File: src/core/tcca_pkg.sv
// constants for the tape channel control arbiter
package tcca_pkg;
    // register bus geometry
    localparam int ADDR_W = 8;
    localparam int DATA_W = 32;
    localparam logic [ADDR_W-1:0] OFF_PRI_CMD = 8'h00;
    localparam logic [ADDR_W-1:0] OFF_SAT_CMD = 8'h04;
    localparam logic [ADDR_W-1:0] OFF_STATUS = 8'h08;
    localparam logic [1:0] RESP_OKAY = 2'h0;
    localparam logic [1:0] RESP_SLVERR = 2'h2;
    // command word fields
    localparam int OP_LSB = 0;
    localparam int OP_W = 5;
    localparam int UNIT_LSB = 8;
    localparam int UNIT_W = 4;
    // channel indices
    localparam int CH_RD = 0;
    localparam int CH_WR = 1;
    // primary host opcodes
    localparam logic [4:0] P_IRQ_RD_READY = 5'h01;
    localparam logic [4:0] P_IRQ_WR_READY = 5'h02;
    localparam logic [4:0] P_IRQ_CLEAR = 5'h03;
    localparam logic [4:0] P_DT_SAT_TO_PRI = 5'h04;
    localparam logic [4:0] P_DT_PRI_TO_SAT = 5'h05;
    localparam logic [4:0] P_DT_CLEAR = 5'h06;
    localparam logic [4:0] P_ACTION_SET = 5'h07;
    localparam logic [4:0] P_SAT_INT_CLEAR = 5'h08;
    localparam logic [4:0] P_SEL_RD_BIN = 5'h09;
    localparam logic [4:0] P_SEL_RD_CODED = 5'h0A;
    localparam logic [4:0] P_SEL_WR_BIN = 5'h0B;
    localparam logic [4:0] P_SEL_WR_CODED = 5'h0C;
    localparam logic [4:0] P_RD_GRANT = 5'h0D;
    localparam logic [4:0] P_WR_GRANT = 5'h0E;
    localparam logic [4:0] P_FLAG1_SET = 5'h0F;
    localparam logic [4:0] P_FLAG1_CLR = 5'h10;
    localparam logic [4:0] P_FLAG2_CLR = 5'h11;
    localparam logic [4:0] P_MASTER_CLEAR = 5'h12;
    // common opcodes, both hosts: base + tape op, then release
    localparam logic [4:0] C_RD_BASE = 5'h14;
    localparam logic [4:0] C_RD_RELEASE = 5'h19;
    localparam logic [4:0] C_WR_BASE = 5'h1A;
    localparam logic [4:0] C_WR_RELEASE = 5'h1F;
    // satellite host opcodes
    localparam logic [4:0] S_RAISE_INT = 5'h01;
    localparam logic [4:0] S_ACTION_DROP = 5'h02;
    localparam logic [4:0] S_FLAG1_SET = 5'h03;
    localparam logic [4:0] S_FLAG1_CLR = 5'h04;
    localparam logic [4:0] S_FLAG2_SET = 5'h05;
    localparam logic [4:0] S_FLAG2_CLR = 5'h06;
    localparam logic [4:0] S_IRQ_ACTION_ON = 5'h07;
    localparam logic [4:0] S_IRQ_ACTION_OFF = 5'h08;
    // tape operation codes
    localparam logic [2:0] TOP_BIN = 3'h0;
    localparam logic [2:0] TOP_CODED = 3'h1;
    localparam logic [2:0] TOP_BACKSPACE = 3'h2;
    localparam logic [2:0] TOP_REWIND = 3'h3;
    localparam logic [2:0] TOP_REWIND_LOCK = 3'h4;
    // status word bit positions
    localparam int ST_RD_HAND = 0;
    localparam int ST_WR_HAND = 1;
    localparam int ST_RD_OWN = 2;
    localparam int ST_WR_OWN = 3;
    localparam int ST_RD_SEL = 4;
    localparam int ST_WR_SEL = 5;
    localparam int ST_FLAG1 = 6;
    localparam int ST_FLAG2 = 7;
    localparam int ST_ACTION = 8;
    localparam int ST_SAT_INT = 9;
    localparam int ST_DT_S2P = 10;
    localparam int ST_DT_P2S = 11;
    localparam int ST_RD_BUSY = 12;
    localparam int ST_WR_BUSY = 13;
    localparam int ST_RD_UNIT = 16;
    localparam int ST_WR_UNIT = 20;
    localparam int ST_RD_CODED = 24;
    localparam int ST_WR_CODED = 25;
    localparam int ST_IRQ_RD = 26;
    localparam int ST_IRQ_WR = 27;
    localparam int ST_IRQ_ACT = 28;
    // reset values: primary owns everything
    localparam logic [1:0] RST_HAND = 2'h0;
    localparam logic [1:0] RST_OWNER = 2'h0;
    localparam int SYNC_STAGES = 2;
endpackage

File: src/core/tcca_arbiter.sv
// tape channel control arbiter for a primary and a satellite host
//
// Overview of operation
// - only primary grants channels to satellite
// - grant sets handover, release clears it
// - handover latches readable by both hosts
// - owner follows handover after motion finishes
// - owner change clears that channel's select
// - no simultaneous releases from both hosts
// - interrupt choice allowed regardless of ownership
// - unit select accepted from primary only
// - primary select needs primary channel ownership
// - primary reclaims anytime, motion completes first
// - primary command set implemented
// - common tape commands for both hosts
// - satellite raises interrupt, drops action request
// - communication flags, master clear clears both
//
// Chosen here: the AXI4-Lite slave port and the register addresses.
`timescale 1ns/1ps
module tcca_arbiter
    import tcca_pkg::*;
(
    input wire logic CORE_CLK,
    input wire logic RST_B,
    input wire logic AWVALID,
    output logic AWREADY,
    input wire logic [ADDR_W-1:0] AWADDR,
    input wire logic [2:0] AWPROT,
    input wire logic WVALID,
    output logic WREADY,
    input wire logic [DATA_W-1:0] WDATA,
    input wire logic [3:0] WSTRB,
    output logic BVALID,
    input wire logic BREADY,
    output logic [1:0] BRESP,
    input wire logic ARVALID,
    output logic ARREADY,
    input wire logic [ADDR_W-1:0] ARADDR,
    input wire logic [2:0] ARPROT,
    output logic RVALID,
    input wire logic RREADY,
    output logic [DATA_W-1:0] RDATA,
    output logic [1:0] RRESP,
    input wire logic RD_MOTION_BUSY,
    input wire logic WR_MOTION_BUSY,
    output logic READ_CHANNEL_OWNER,
    output logic WRITE_CHANNEL_OWNER,
    output logic RD_SEL_VALID,
    output logic [UNIT_W-1:0] RD_UNIT,
    output logic RD_CODED,
    output logic WR_SEL_VALID,
    output logic [UNIT_W-1:0] WR_UNIT,
    output logic WR_CODED,
    output logic RD_OP_STB,
    output logic [2:0] RD_OP,
    output logic WR_OP_STB,
    output logic [2:0] WR_OP,
    output logic DT_SAT_TO_PRI,
    output logic DT_PRI_TO_SAT,
    output logic PRI_INT,
    output logic SAT_INT
);
    // decode a common tape command: {valid, op}
    function automatic logic [3:0] com_dec(input logic [4:0] op,
                                           input logic [4:0] base);
        logic [4:0] diff;
        diff = op - base;
        com_dec = {(op >= base) && (op <= base + 5'h04), diff[2:0]};
    endfunction

    logic aw_full_reg, w_full_reg, awready_reg, wready_reg;
    logic bvalid_reg, arready_reg, rvalid_reg;
    logic [1:0] bresp_reg, rresp_reg;
    logic [ADDR_W-1:0] aw_addr_reg;
    logic [DATA_W-1:0] wdata_reg, rdata_reg;
    logic [3:0] wstrb_reg;
    logic [1:0] hand_reg, owner_reg, sel_reg, coded_reg, stb_reg;
    logic [UNIT_W-1:0] unit_reg [2];
    logic [2:0] op_reg [2];
    logic flag1_reg, flag2_reg, action_reg, sat_int_reg;
    logic dt_s2p_reg, dt_p2s_reg;
    logic irq_rd_reg, irq_wr_reg, irq_act_reg, pri_int_reg, sat_irq_reg;
    logic [1:0] busy_s;
    logic wr_go, cmd_ok, pri_cmd, sat_cmd;
    logic [4:0] op;
    logic [1:0] grant, release_c, sel_cmd, follow, com_ok;
    logic [3:0] com [2];
    logic [DATA_W-1:0] status;

    // motion busy pins cross into the core clock
    tcca_sync #(.W(2)) u_sync (
        .clk(CORE_CLK),
        .rst_b(RST_B),
        .d({WR_MOTION_BUSY, RD_MOTION_BUSY}),
        .q(busy_s)
    );

    // command decode from a completed bus write
    always_comb begin
        wr_go = aw_full_reg && w_full_reg && !bvalid_reg;
        cmd_ok = wr_go && (wstrb_reg[1:0] == 2'h3);
        pri_cmd = cmd_ok && (aw_addr_reg == OFF_PRI_CMD);
        sat_cmd = cmd_ok && (aw_addr_reg == OFF_SAT_CMD);
        op = wdata_reg[OP_LSB +: OP_W];
        grant[CH_RD] = pri_cmd && (op == P_RD_GRANT);
        grant[CH_WR] = pri_cmd && (op == P_WR_GRANT);
        // bus serialises writes, so two releases never coincide
        release_c[CH_RD] = (pri_cmd || sat_cmd) && (op == C_RD_RELEASE);
        release_c[CH_WR] = (pri_cmd || sat_cmd) && (op == C_WR_RELEASE);
        sel_cmd[CH_RD] = pri_cmd && (op == P_SEL_RD_BIN
                                     || op == P_SEL_RD_CODED);
        sel_cmd[CH_WR] = pri_cmd && (op == P_SEL_WR_BIN
                                     || op == P_SEL_WR_CODED);
        com[CH_RD] = com_dec(op, C_RD_BASE);
        com[CH_WR] = com_dec(op, C_WR_BASE);
        for (int c = 0; c < 2; c++) begin
            follow[c] = (owner_reg[c] != hand_reg[c]) && !busy_s[c];
            com_ok[c] = (pri_cmd || sat_cmd) && com[c][3]
                        && (owner_reg[c] == sat_cmd) && sel_reg[c]
                        && !follow[c];
        end
    end

    // status word seen by either host
    always_comb begin
        status = '0;
        status[ST_RD_HAND] = hand_reg[CH_RD];
        status[ST_WR_HAND] = hand_reg[CH_WR];
        status[ST_RD_OWN] = owner_reg[CH_RD];
        status[ST_WR_OWN] = owner_reg[CH_WR];
        status[ST_RD_SEL] = sel_reg[CH_RD];
        status[ST_WR_SEL] = sel_reg[CH_WR];
        status[ST_FLAG1] = flag1_reg;
        status[ST_FLAG2] = flag2_reg;
        status[ST_ACTION] = action_reg;
        status[ST_SAT_INT] = sat_int_reg;
        status[ST_DT_S2P] = dt_s2p_reg;
        status[ST_DT_P2S] = dt_p2s_reg;
        status[ST_RD_BUSY] = busy_s[CH_RD];
        status[ST_WR_BUSY] = busy_s[CH_WR];
        status[ST_RD_UNIT +: UNIT_W] = unit_reg[CH_RD];
        status[ST_WR_UNIT +: UNIT_W] = unit_reg[CH_WR];
        status[ST_RD_CODED] = coded_reg[CH_RD];
        status[ST_WR_CODED] = coded_reg[CH_WR];
        status[ST_IRQ_RD] = irq_rd_reg;
        status[ST_IRQ_WR] = irq_wr_reg;
        status[ST_IRQ_ACT] = irq_act_reg;
    end

    // write address, write data and response channels
    always_ff @(posedge CORE_CLK or negedge RST_B) begin
        if (!RST_B) begin
            aw_full_reg <= 1'b0;
            w_full_reg <= 1'b0;
            awready_reg <= 1'b1;
            wready_reg <= 1'b1;
            bvalid_reg <= 1'b0;
            bresp_reg <= RESP_OKAY;
            aw_addr_reg <= '0;
            wdata_reg <= '0;
            wstrb_reg <= '0;
        end else begin
            if (AWVALID && awready_reg) begin
                aw_full_reg <= 1'b1;
                awready_reg <= 1'b0;
                aw_addr_reg <= AWADDR;
            end
            if (WVALID && wready_reg) begin
                w_full_reg <= 1'b1;
                wready_reg <= 1'b0;
                wdata_reg <= WDATA;
                wstrb_reg <= WSTRB;
            end
            if (wr_go) begin
                aw_full_reg <= 1'b0;
                w_full_reg <= 1'b0;
                bvalid_reg <= 1'b1;
                bresp_reg <= (pri_cmd || sat_cmd) ? RESP_OKAY : RESP_SLVERR;
            end
            if (bvalid_reg && BREADY) begin
                bvalid_reg <= 1'b0;
                awready_reg <= 1'b1;
                wready_reg <= 1'b1;
            end
        end
    end

    // read address and read data channels
    always_ff @(posedge CORE_CLK or negedge RST_B) begin
        if (!RST_B) begin
            arready_reg <= 1'b1;
            rvalid_reg <= 1'b0;
            rdata_reg <= '0;
            rresp_reg <= RESP_OKAY;
        end else if (ARVALID && arready_reg) begin
            arready_reg <= 1'b0;
            rvalid_reg <= 1'b1;
            rdata_reg <= (ARADDR == OFF_STATUS) ? status : '0;
            rresp_reg <= (ARADDR == OFF_STATUS || ARADDR == OFF_PRI_CMD
                          || ARADDR == OFF_SAT_CMD) ? RESP_OKAY : RESP_SLVERR;
        end else if (rvalid_reg && RREADY) begin
            rvalid_reg <= 1'b0;
            arready_reg <= 1'b1;
        end
    end

    // handover latches: primary grant sets, any release clears
    always_ff @(posedge CORE_CLK or negedge RST_B) begin
        if (!RST_B) begin
            hand_reg <= RST_HAND;
        end else begin
            for (int c = 0; c < 2; c++) begin
                if (grant[c]) begin
                    hand_reg[c] <= 1'b1;
                end else if (release_c[c]) begin
                    hand_reg[c] <= 1'b0;
                end
            end
        end
    end

    // owner latches and unit selects per channel
    always_ff @(posedge CORE_CLK or negedge RST_B) begin
        if (!RST_B) begin
            owner_reg <= RST_OWNER;
            sel_reg <= 2'h0;
            coded_reg <= 2'h0;
            unit_reg[CH_RD] <= '0;
            unit_reg[CH_WR] <= '0;
        end else begin
            for (int c = 0; c < 2; c++) begin
                if (follow[c]) begin
                    owner_reg[c] <= hand_reg[c];
                    sel_reg[c] <= 1'b0;
                end else if (sel_cmd[c] && !owner_reg[c]) begin
                    sel_reg[c] <= 1'b1;
                    unit_reg[c] <= wdata_reg[UNIT_LSB +: UNIT_W];
                    coded_reg[c] <= (op == P_SEL_RD_CODED)
                                    || (op == P_SEL_WR_CODED);
                end
            end
        end
    end

    // tape operation strobes from the owning host
    always_ff @(posedge CORE_CLK or negedge RST_B) begin
        if (!RST_B) begin
            stb_reg <= 2'h0;
            op_reg[CH_RD] <= TOP_BIN;
            op_reg[CH_WR] <= TOP_BIN;
        end else begin
            for (int c = 0; c < 2; c++) begin
                stb_reg[c] <= com_ok[c];
                if (com_ok[c]) begin
                    op_reg[c] <= com[c][2:0];
                end
            end
        end
    end

    // host-to-host signalling: flags, action request, interrupt, transfer
    always_ff @(posedge CORE_CLK or negedge RST_B) begin
        if (!RST_B) begin
            flag1_reg <= 1'b0;
            flag2_reg <= 1'b0;
            action_reg <= 1'b0;
            sat_int_reg <= 1'b0;
            dt_s2p_reg <= 1'b0;
            dt_p2s_reg <= 1'b0;
        end else begin
            if ((pri_cmd && op == P_FLAG1_SET)
                || (sat_cmd && op == S_FLAG1_SET))
                flag1_reg <= 1'b1;
            else if ((pri_cmd && (op == P_FLAG1_CLR || op == P_MASTER_CLEAR))
                     || (sat_cmd && op == S_FLAG1_CLR))
                flag1_reg <= 1'b0;
            if (sat_cmd && op == S_FLAG2_SET)
                flag2_reg <= 1'b1;
            else if ((pri_cmd && (op == P_FLAG2_CLR || op == P_MASTER_CLEAR))
                     || (sat_cmd && op == S_FLAG2_CLR))
                flag2_reg <= 1'b0;
            if (pri_cmd && op == P_ACTION_SET)
                action_reg <= 1'b1;
            else if (sat_cmd && op == S_ACTION_DROP)
                action_reg <= 1'b0;
            if (sat_cmd && op == S_RAISE_INT)
                sat_int_reg <= 1'b1;
            else if (pri_cmd && op == P_SAT_INT_CLEAR)
                sat_int_reg <= 1'b0;
            if (pri_cmd && op == P_DT_SAT_TO_PRI) begin
                dt_s2p_reg <= 1'b1;
                dt_p2s_reg <= 1'b0;
            end else if (pri_cmd && op == P_DT_PRI_TO_SAT) begin
                dt_s2p_reg <= 1'b0;
                dt_p2s_reg <= 1'b1;
            end else if (pri_cmd && op == P_DT_CLEAR) begin
                dt_s2p_reg <= 1'b0;
                dt_p2s_reg <= 1'b0;
            end
        end
    end

    // interrupt choices, taken whoever owns the channels
    always_ff @(posedge CORE_CLK or negedge RST_B) begin
        if (!RST_B) begin
            irq_rd_reg <= 1'b0;
            irq_wr_reg <= 1'b0;
            irq_act_reg <= 1'b0;
            pri_int_reg <= 1'b0;
            sat_irq_reg <= 1'b0;
        end else begin
            if (pri_cmd && op == P_IRQ_RD_READY)
                irq_rd_reg <= 1'b1;
            if (pri_cmd && op == P_IRQ_WR_READY)
                irq_wr_reg <= 1'b1;
            if (pri_cmd && op == P_IRQ_CLEAR) begin
                irq_rd_reg <= 1'b0;
                irq_wr_reg <= 1'b0;
            end
            if (sat_cmd && op == S_IRQ_ACTION_ON)
                irq_act_reg <= 1'b1;
            else if (sat_cmd && op == S_IRQ_ACTION_OFF)
                irq_act_reg <= 1'b0;
            pri_int_reg <= sat_int_reg
                || (irq_rd_reg && sel_reg[CH_RD] && !busy_s[CH_RD])
                || (irq_wr_reg && sel_reg[CH_WR] && !busy_s[CH_WR]);
            sat_irq_reg <= irq_act_reg && action_reg;
        end
    end

    // outputs straight from flip-flops
    assign AWREADY = awready_reg;
    assign WREADY = wready_reg;
    assign BVALID = bvalid_reg;
    assign BRESP = bresp_reg;
    assign ARREADY = arready_reg;
    assign RVALID = rvalid_reg;
    assign RDATA = rdata_reg;
    assign RRESP = rresp_reg;
    assign READ_CHANNEL_OWNER = owner_reg[CH_RD];
    assign WRITE_CHANNEL_OWNER = owner_reg[CH_WR];
    assign RD_SEL_VALID = sel_reg[CH_RD];
    assign WR_SEL_VALID = sel_reg[CH_WR];
    assign RD_UNIT = unit_reg[CH_RD];
    assign WR_UNIT = unit_reg[CH_WR];
    assign RD_CODED = coded_reg[CH_RD];
    assign WR_CODED = coded_reg[CH_WR];
    assign RD_OP_STB = stb_reg[CH_RD];
    assign WR_OP_STB = stb_reg[CH_WR];
    assign RD_OP = op_reg[CH_RD];
    assign WR_OP = op_reg[CH_WR];
    assign DT_SAT_TO_PRI = dt_s2p_reg;
    assign DT_PRI_TO_SAT = dt_p2s_reg;
    assign PRI_INT = pri_int_reg;
    assign SAT_INT = sat_irq_reg;
endmodule // tcca_arbiter

File: src/core/tcca_sync.sv
// two-flop level synchroniser for pin inputs
`timescale 1ns/1ps
module tcca_sync #(
    parameter int W = 1
) (
    input wire logic clk,
    input wire logic rst_b,
    input wire logic [W-1:0] d,
    output logic [W-1:0] q
);
    logic [W-1:0] meta_reg;
    logic [W-1:0] q_reg;

    // first stage feeds only the second stage
    always_ff @(posedge clk or negedge rst_b) begin
        if (!rst_b) begin
            meta_reg <= '0;
            q_reg <= '0;
        end else begin
            meta_reg <= d;
            q_reg <= meta_reg;
        end
    end

    assign q = q_reg;
endmodule // tcca_sync
File: config.mk
export PLATFORM = sky130hd
export DESIGN_NAME = tcca_arbiter
export DESIGN_NICKNAME = d
export VERILOG_FILES = /design/src/core/tcca_pkg.sv /design/src/core/tcca_arbiter.sv /design/src/core/tcca_sync.sv
export SDC_FILE = /design/constraint.sdc
export NUM_CORES = 1
export LEC_CHECK = 0
export BUFFER_PORTS_ARGS = -buffer_cell sky130_fd_sc_hd__clkbuf_2
export CAP_MARGIN = 20
export CORE_MARGIN = 5
export CORE_UTILIZATION = 45
export DETAILED_ROUTE_END_ITERATION = 7
export HOLD_SLACK_MARGIN = 0.1
export PLACE_DENSITY = 0.76
export RECOVER_POWER = 50
export SLEW_MARGIN = 15
export SYNTH_ARGS = -nofsm -noshare
export SYNTH_HDL_FRONTEND = slang
export SYNTH_SLANG_ARGS = --single-unit
File: constraint.sdc
create_clock -name CORE_CLK -period 1.78 [get_ports CORE_CLK]
set_clock_uncertainty 0.1 [all_clocks]
set_input_delay 0.178 -clock CORE_CLK [delete_from_list [all_inputs] [get_ports CORE_CLK]]
set_output_delay 0.178 -clock CORE_CLK [all_outputs]
set_load 0.02 [all_outputs]
======== Yosys cells after proc, flatten, opt, wreduce, memory -nomap -nowiden ========
Index checks and enable logic that the tools add are counted.
operators by class
  reduce and logical (&&, ||, !) cells .... 96
  div/mod/pow operators ................... 0
  $mul .................................... 0
  muxes and demuxes ....................... 44
  add/sub/neg operators ................... 2
  $lt $le $gt $ge ......................... 4
  shift operators ......................... 0
  bitwise logic cells ..................... 2
  eq/ne operators ......................... 28
operators by type and width
  kind                   number
  $logic_and A1 B1 Y1    54
  $mux W1                41
  $eq A5 B4 Y1 const B   8
  $reduce_bool A2 Y1     17
  $mux W29               1
  $eq A5 B5 Y1 const B   5
  $eq A5 B3 Y1 const B   4
  $eq A8 B3 Y1 const B   2
  $logic_not A8 Y1       2
  $logic_or A1 B1 Y1     13
  $eq A5 B2 Y1 const B   2
  $ge A5 B5 Y1 const B   2
  $le A5 B5 Y1 const B   2
  $eq A8 B4 Y1 const B   1
  $logic_not A1 Y1       7
  $eq A5 B1 Y1 const B   1
  $mux W2                2
  $reduce_and A2 Y1      2
  $reduce_bool A3 Y1     1
  $sub A3 B2 Y3 const B  1
  $sub A3 B3 Y3 const B  1
  $eq A1 B1 Y1           2
  $eq A2 B2 Y1 const B   1
  $ne A1 B1 Y1           2
  $not A1 Y1             2
storage, ports and cells
  input port bits ......................... 67
  word-level logic and storage cells ...... 215
  bits in registers ....................... 104
  memories kept ........................... 0
  memory bits (writable) .................. 0
  latch bits .............................. 0
  memory bits (read-only) ................. 0

======== Depth between registers and ports, before layout ========
  depth in word-level cells ............... 9
  depth in mapped cells ................... 8

======== By module ========
A second synthesis with hierarchy kept.
unflattened totals
  cell total of the unflattened synthesis .. 312
  area, all modules ....................... 4,020.1 sq um
by module, submodules not included
  module        times used  area each (sq um)  cells each  sequential area each (sq um)
  tcca_arbiter  1           3,920.0            308         2,255.9
  tcca_sync     1           100.1              4           100.1

======== Least setup slack after synthesis ========
Ideal clock, no wire load.
  path type ............................... register to register
  start ................................... register bvalid_reg (netlist: BVALID)
  end ..................................... register irq_rd_reg
  path slack .............................. -0.146 ns
  cell stages (with the launch flop) ...... 6
  period minus slack after synthesis ...... 1.926 ns
  arrival ................................. 1.701 ns
  path buffers ............................ 1
  cells stage by stage .................... dfrtp_1 and3b_1 nand4_1 buf_2 nor3_1 mux2_2
between the ends
  longest elaborated chain between the ends .. 6
  elaborated cells on any way between the ends .. 8
ends and longest elaborated chain
  element                                               line                                      RTL
  start, declared                                       tcca_arbiter.sv:73                        logic bvalid_reg, arready_reg, rvalid_reg;
  start signal, assigned                                tcca_arbiter.sv:158                       bvalid_reg <= 1'b0;
  start signal, assigned                                tcca_arbiter.sv:178                       bvalid_reg <= 1'b1;
  start signal, assigned                                tcca_arbiter.sv:182                       bvalid_reg <= 1'b0;
  $logic_not A1 Y1 (*)                                  tcca_arbiter.sv:101                       wr_go = aw_full_reg && w_full_reg && !bvalid_reg;
  $logic_and A1 B1 Y1 (*)                               tcca_arbiter.sv:101
  $logic_and A1 B1 Y1 (*)                               tcca_arbiter.sv:102                       cmd_ok = wr_go && (wstrb_reg[1:0] == 2'h3);
  $logic_and A1 B1 Y1 (*)                               tcca_arbiter.sv:103                       pri_cmd = cmd_ok && (aw_addr_reg == OFF_PRI_CMD);
  $logic_and A1 B1 Y1, on equally long branches         tcca_arbiter.sv:317, tcca_arbiter.sv:313
  $mux W1 / $reduce_bool A2 Y1 (equally long branches)  -
  end signal, assigned                                  tcca_arbiter.sv:307                       irq_rd_reg <= 1'b0;
  end signal, assigned                                  tcca_arbiter.sv:314                       irq_rd_reg <= 1'b1;
  end signal, assigned                                  tcca_arbiter.sv:318                       irq_rd_reg <= 1'b0;
  end, declared                                         tcca_arbiter.sv:83                        logic irq_rd_reg, irq_wr_reg, irq_act_reg, pri_int_reg, sat_irq_reg;
Every way passes the cells marked *; elsewhere a longest branch is shown, timed or not.
A chain may end at the register's enable or synchronous reset.

======== Final worst setup path ========
  start ................................... register wdata_reg[2]
  end ..................................... register unit_reg (netlist bit RD_UNIT[0])
between the ends
  longest elaborated chain between the ends .. 5
  elaborated cells on any way between the ends .. 6
ends and longest elaborated chain
  element                                 line                                      RTL
  start, declared                         tcca_arbiter.sv:76                        logic [DATA_W-1:0] wdata_reg, rdata_reg;
  start signal, assigned                  tcca_arbiter.sv:161                       wdata_reg <= '0;
  start signal, assigned                  tcca_arbiter.sv:172                       wdata_reg <= WDATA;
  $eq A5 B4 Y1, on equally long branches  tcca_arbiter.sv:111, tcca_arbiter.sv:112
  $logic_or A1 B1 Y1 (*)                  tcca_arbiter.sv:112                       || op == P_SEL_RD_CODED);
  $logic_and A1 B1 Y1 (*)                 tcca_arbiter.sv:111                       sel_cmd[CH_RD] = pri_cmd && (op == P_SEL_RD_BIN
  $logic_and A1 B1 Y1 (*)                 tcca_arbiter.sv:236                       end else if (sel_cmd[c] && !owner_reg[c]) begin
  $reduce_and A2 Y1 (no source line) (*)  -
  end signal, assigned by index           tcca_arbiter.sv:238                       unit_reg[c] <= wdata_reg[UNIT_LSB +: UNIT_W];
  end, declared                           tcca_arbiter.sv:79                        logic [UNIT_W-1:0] unit_reg [2];
Marks and branches as above.

==> impl_metrics.toml <==
[cts]
clockBufferDepth = 2
htree_levels = 3
worstSkewPairLatency_ps = 350
numCtsBuffers = 9
tritoncts = "yes"
cts_root_buf = "clkbuf_8"
clk_pin_slew_ps = 90
cts_sinks = 94

[cells_and_area]
nets = 555
multi_input_area_mm2 = 0.00170
fillerInstances = 662
largest_reg_flops = 27
instances_no_fill = 599
synthToLayoutAreaGrowth_pct = 41.5
drive_above_1_share_pct = 46.1
seqCellArea_mm2 = 0.00236

[pwr]
p_comb_share_pct = 34.3
ir_drop_v = 0.000696
p_seq_share_pct = 44.8
finalPower_mw = 5.98
power.switching_mw = 2.06
total_leakage_power_nw = 2.76
netSwitchingFraction_pct = 34.4
p_int_mw = 3.92
powerDensity_mw_per_mm2 = 1070
p_clk_share_pct = 20.9

[timing]
fin_ws_ps = -145
max_slew_margin_pct = 43.6
slew_violations = 0
rsz0062_at_grt = "true"
max_clock_freq_mhz = 520
fin_crit_ps = 1920
period_share_pct = 108
tightest_slew_ps = 846
setup_viol = 24
finalHoldViolCount = 0

[min_path]
hp-class = "register to register"

[logic_synthesis]
ys_types = 43
synth-edff-count = 0
yosysSeqAreaShare_pct = 59.7
syn_area_mm2 = 0.00395
dominantRegCellSynth = "dfrtp_1"
synthCells = 317
muxShareOfSynthArea_pct = 10.8
yosys_warnings = 0
yosys.area_share.simple_pct = 10.9
synth-adder-area-share_pct = 0.951
synth_top_family_by_area = "compound AO/OA/AOI/OAI gates"
avgSynthCellArea_um2 = 12.5
synthDominantCellAreaShare_pct = 57.7
ys_seq_elements = 94
synth.area.top_cells = "dfrtp_1, mux2_2, a22o_1, dfstp_2, buf_4"
synth_compound_area_share_pct = 11.9
async_flop_share_pct = 100
synth_xor_area_share_pct = 1.33
synth_top_area_cell = "dfrtp_1"

[global_routing]
grt_antenna_before_repair = 1
grt_max_degree = 46
grt_pass1_wl_um = 16600
grt.total_usage_pct = 18.6
overflow = 0
grt_pass1_vias = 3327

[routing]
routed_wl_um = 10300
drc_errors = 0
vias = 3185
dr.pass1.iters = 4
antenna_left = 0
vias_per_cell = 5.32
wl_per_cell_um = 17.3
drtIter0Drc = 175

[setup_path]
critPathKind = "register to register"
crit_fanout = 6
crit_arrival_ps = 2060
regToRegSetupSlack_ps = -140
cp_data_required_time_ps = 1910
end_kind = "register"
startpoint_type = "register"

[floorplanning]
io_pins = 134
die_y_um = 104
die_area_mm2 = 0.0107
dieWidth_um = 104
rows = 34
coreArea_mm2 = 0.00864
start_util_pct = 45.7

[placement]
dp.cells = 544
detailed_place_hpwl_um = 7000
gp_congestion = 0.887
portBuffers = 95

[outcome]
violations = "negative setup slack"
outcome = "finished, violations left"

[run]
maxCapViolations = 0
logic make-up (layout without fill, tap and decap cells):
| group | Yosys count | in the layout |
|---|---|---|
| AND/OR/NAND/NOR | 75 | 75 |
| other | 1 | 8 |
| XOR/XNOR | 6 | 6 |
| multiplexers | 38 | 38 |
| adder cells (fa/ha/maj) | 3 | 3 |
| buffers and inverters | 34 | 201 |
| AO/OA/AOI/OAI | 66 | 66 |
| flip-flops | 94 | 94 |
metrics by stage:
step,util (%),cell area (µm²),worst slack [ps],hold slack [ps],setup TNS [ps]
floorplan,-,3980,-91.2,-218,-812
global route,64.7,5590,-204,280,-4360
global placement,55.6,4800,-173,44.2,-2010
finish,64.7,5590,-145,265,-2620
detailed placement,55.6,4800,-178,49.4,-2410
CTS,62.5,5400,-121,200,-1160
final timing paths:
path | endpoint | from | depth (start not counted)
setup / recovery | RD_UNIT[0]$_DFFE_PN0P_ | wdata_reg[2]$_DFFE_PN0P_ | 5
hold / removal | u_sync.q[0]$_DFF_PN0_ | u_sync.meta_reg[0]$_DFF_PN0_ | 0
setup reg to reg | RD_UNIT[0]$_DFFE_PN0P_ | wdata_reg[2]$_DFFE_PN0P_ | 5
hold reg to reg | u_sync.q[0]$_DFF_PN0_ | u_sync.meta_reg[0]$_DFF_PN0_ | 0
max in group asynchronous | ARREADY$_DFFE_PN1P_ | RST_B | 3
min in group asynchronous | aw_full_reg$_DFFE_PN0P_ | RST_B | 2
timing repair:
action                                  CTS  global route
hold buffers                             32             0
endpoints found under the setup margin   25            29
pin swaps                                 3            11
endpoints found under the hold margin   120             0
resized for setup                        23            44
setup buffers                             3             3
Yosys cell counts (2+ instances only):
| master | number |
|---|---|
| a21oi_1 | 10 |
| o31ai_1 | 5 |
| dfrtp_1 | 91 |
| dfstp_2 | 3 |
| buf_4 | 10 |
| nand4_1 | 4 |
| o21ai_0 | 15 |
| ha_1 | 3 |
| nand3_1 | 4 |
| clkbuf_1 | 11 |
| inv_1 | 10 |
| a31oi_1 | 2 |
| nor3_1 | 6 |
| and3b_1 | 3 |
| a21o_1 | 2 |
| nand3b_1 | 4 |
| xnor2_1 | 5 |
| nor2_1 | 16 |
| buf_2 | 3 |
| nor2b_1 | 3 |
| a22o_1 | 28 |
| nand2_1 | 20 |
| mux2_2 | 37 |
| nor4_1 | 3 |
placed cells by master (no fill, tap or decap), drive strengths merged, types with 2 or more instances in the layout:
cell         instances
nor4                 4
o31ai                5
nand3                4
nand2               20
dfrtp               91
inv                 11
and3b                3
dfstp                3
mux2                37
conb                 7
clkinv               3
a21o                 2
nor3                 8
a22o                28
xnor2                5
nor2                16
clkbuf             109
nand3b               4
a21oi               10
dlygate4sd3         32
nand4                4
ha                   3
nor2b                3
buf                 45
o21ai               15
a31oi                2
worst max-delay path: stages, from the launching register on:
cell and delay, ps:
dfrtp_1 430, buf_6 150, or4_4 510, nor3_4 160
buf_12 150, mux2_4 300
cell type report:
class	instances	area share (%)
multi-input combinational	195	30.4
sequential	94	42.2
antenna	1	0.0448
inverter	10	0.672
timing repair buffer	175	21.3
tap	108	2.42
clock inverter	5	0.627
clock buffer	11	2.35
power by group through the flow:
stage | clock, mW | combinational (mW) | sequential, mW
2_1_floorplan | 0 | 1.00 | 2.65
3_3_place_gp | 0 | 1.57 | 2.65
3_5_place_dp | 0 | 1.63 | 2.69
4_1_cts | 1.28 | 1.77 | 2.65
5_1_grt | 1.37 | 2.20 | 2.71
6_report | 1.25 | 2.05 | 2.68
layer usage:
metal | vias to the layer above | track usage (%) | wire length (µm)
met1 | 1598 | 23.5 | 4250
met4 | 0 | 6.11 | 229
li1 | 1468 | - | -
met5 | - | 0 | 0
met2 | 97 | 31.1 | 5320
met3 | 22 | 4.98 | 554
Note: power is estimated with default switching activity, not from simulation.
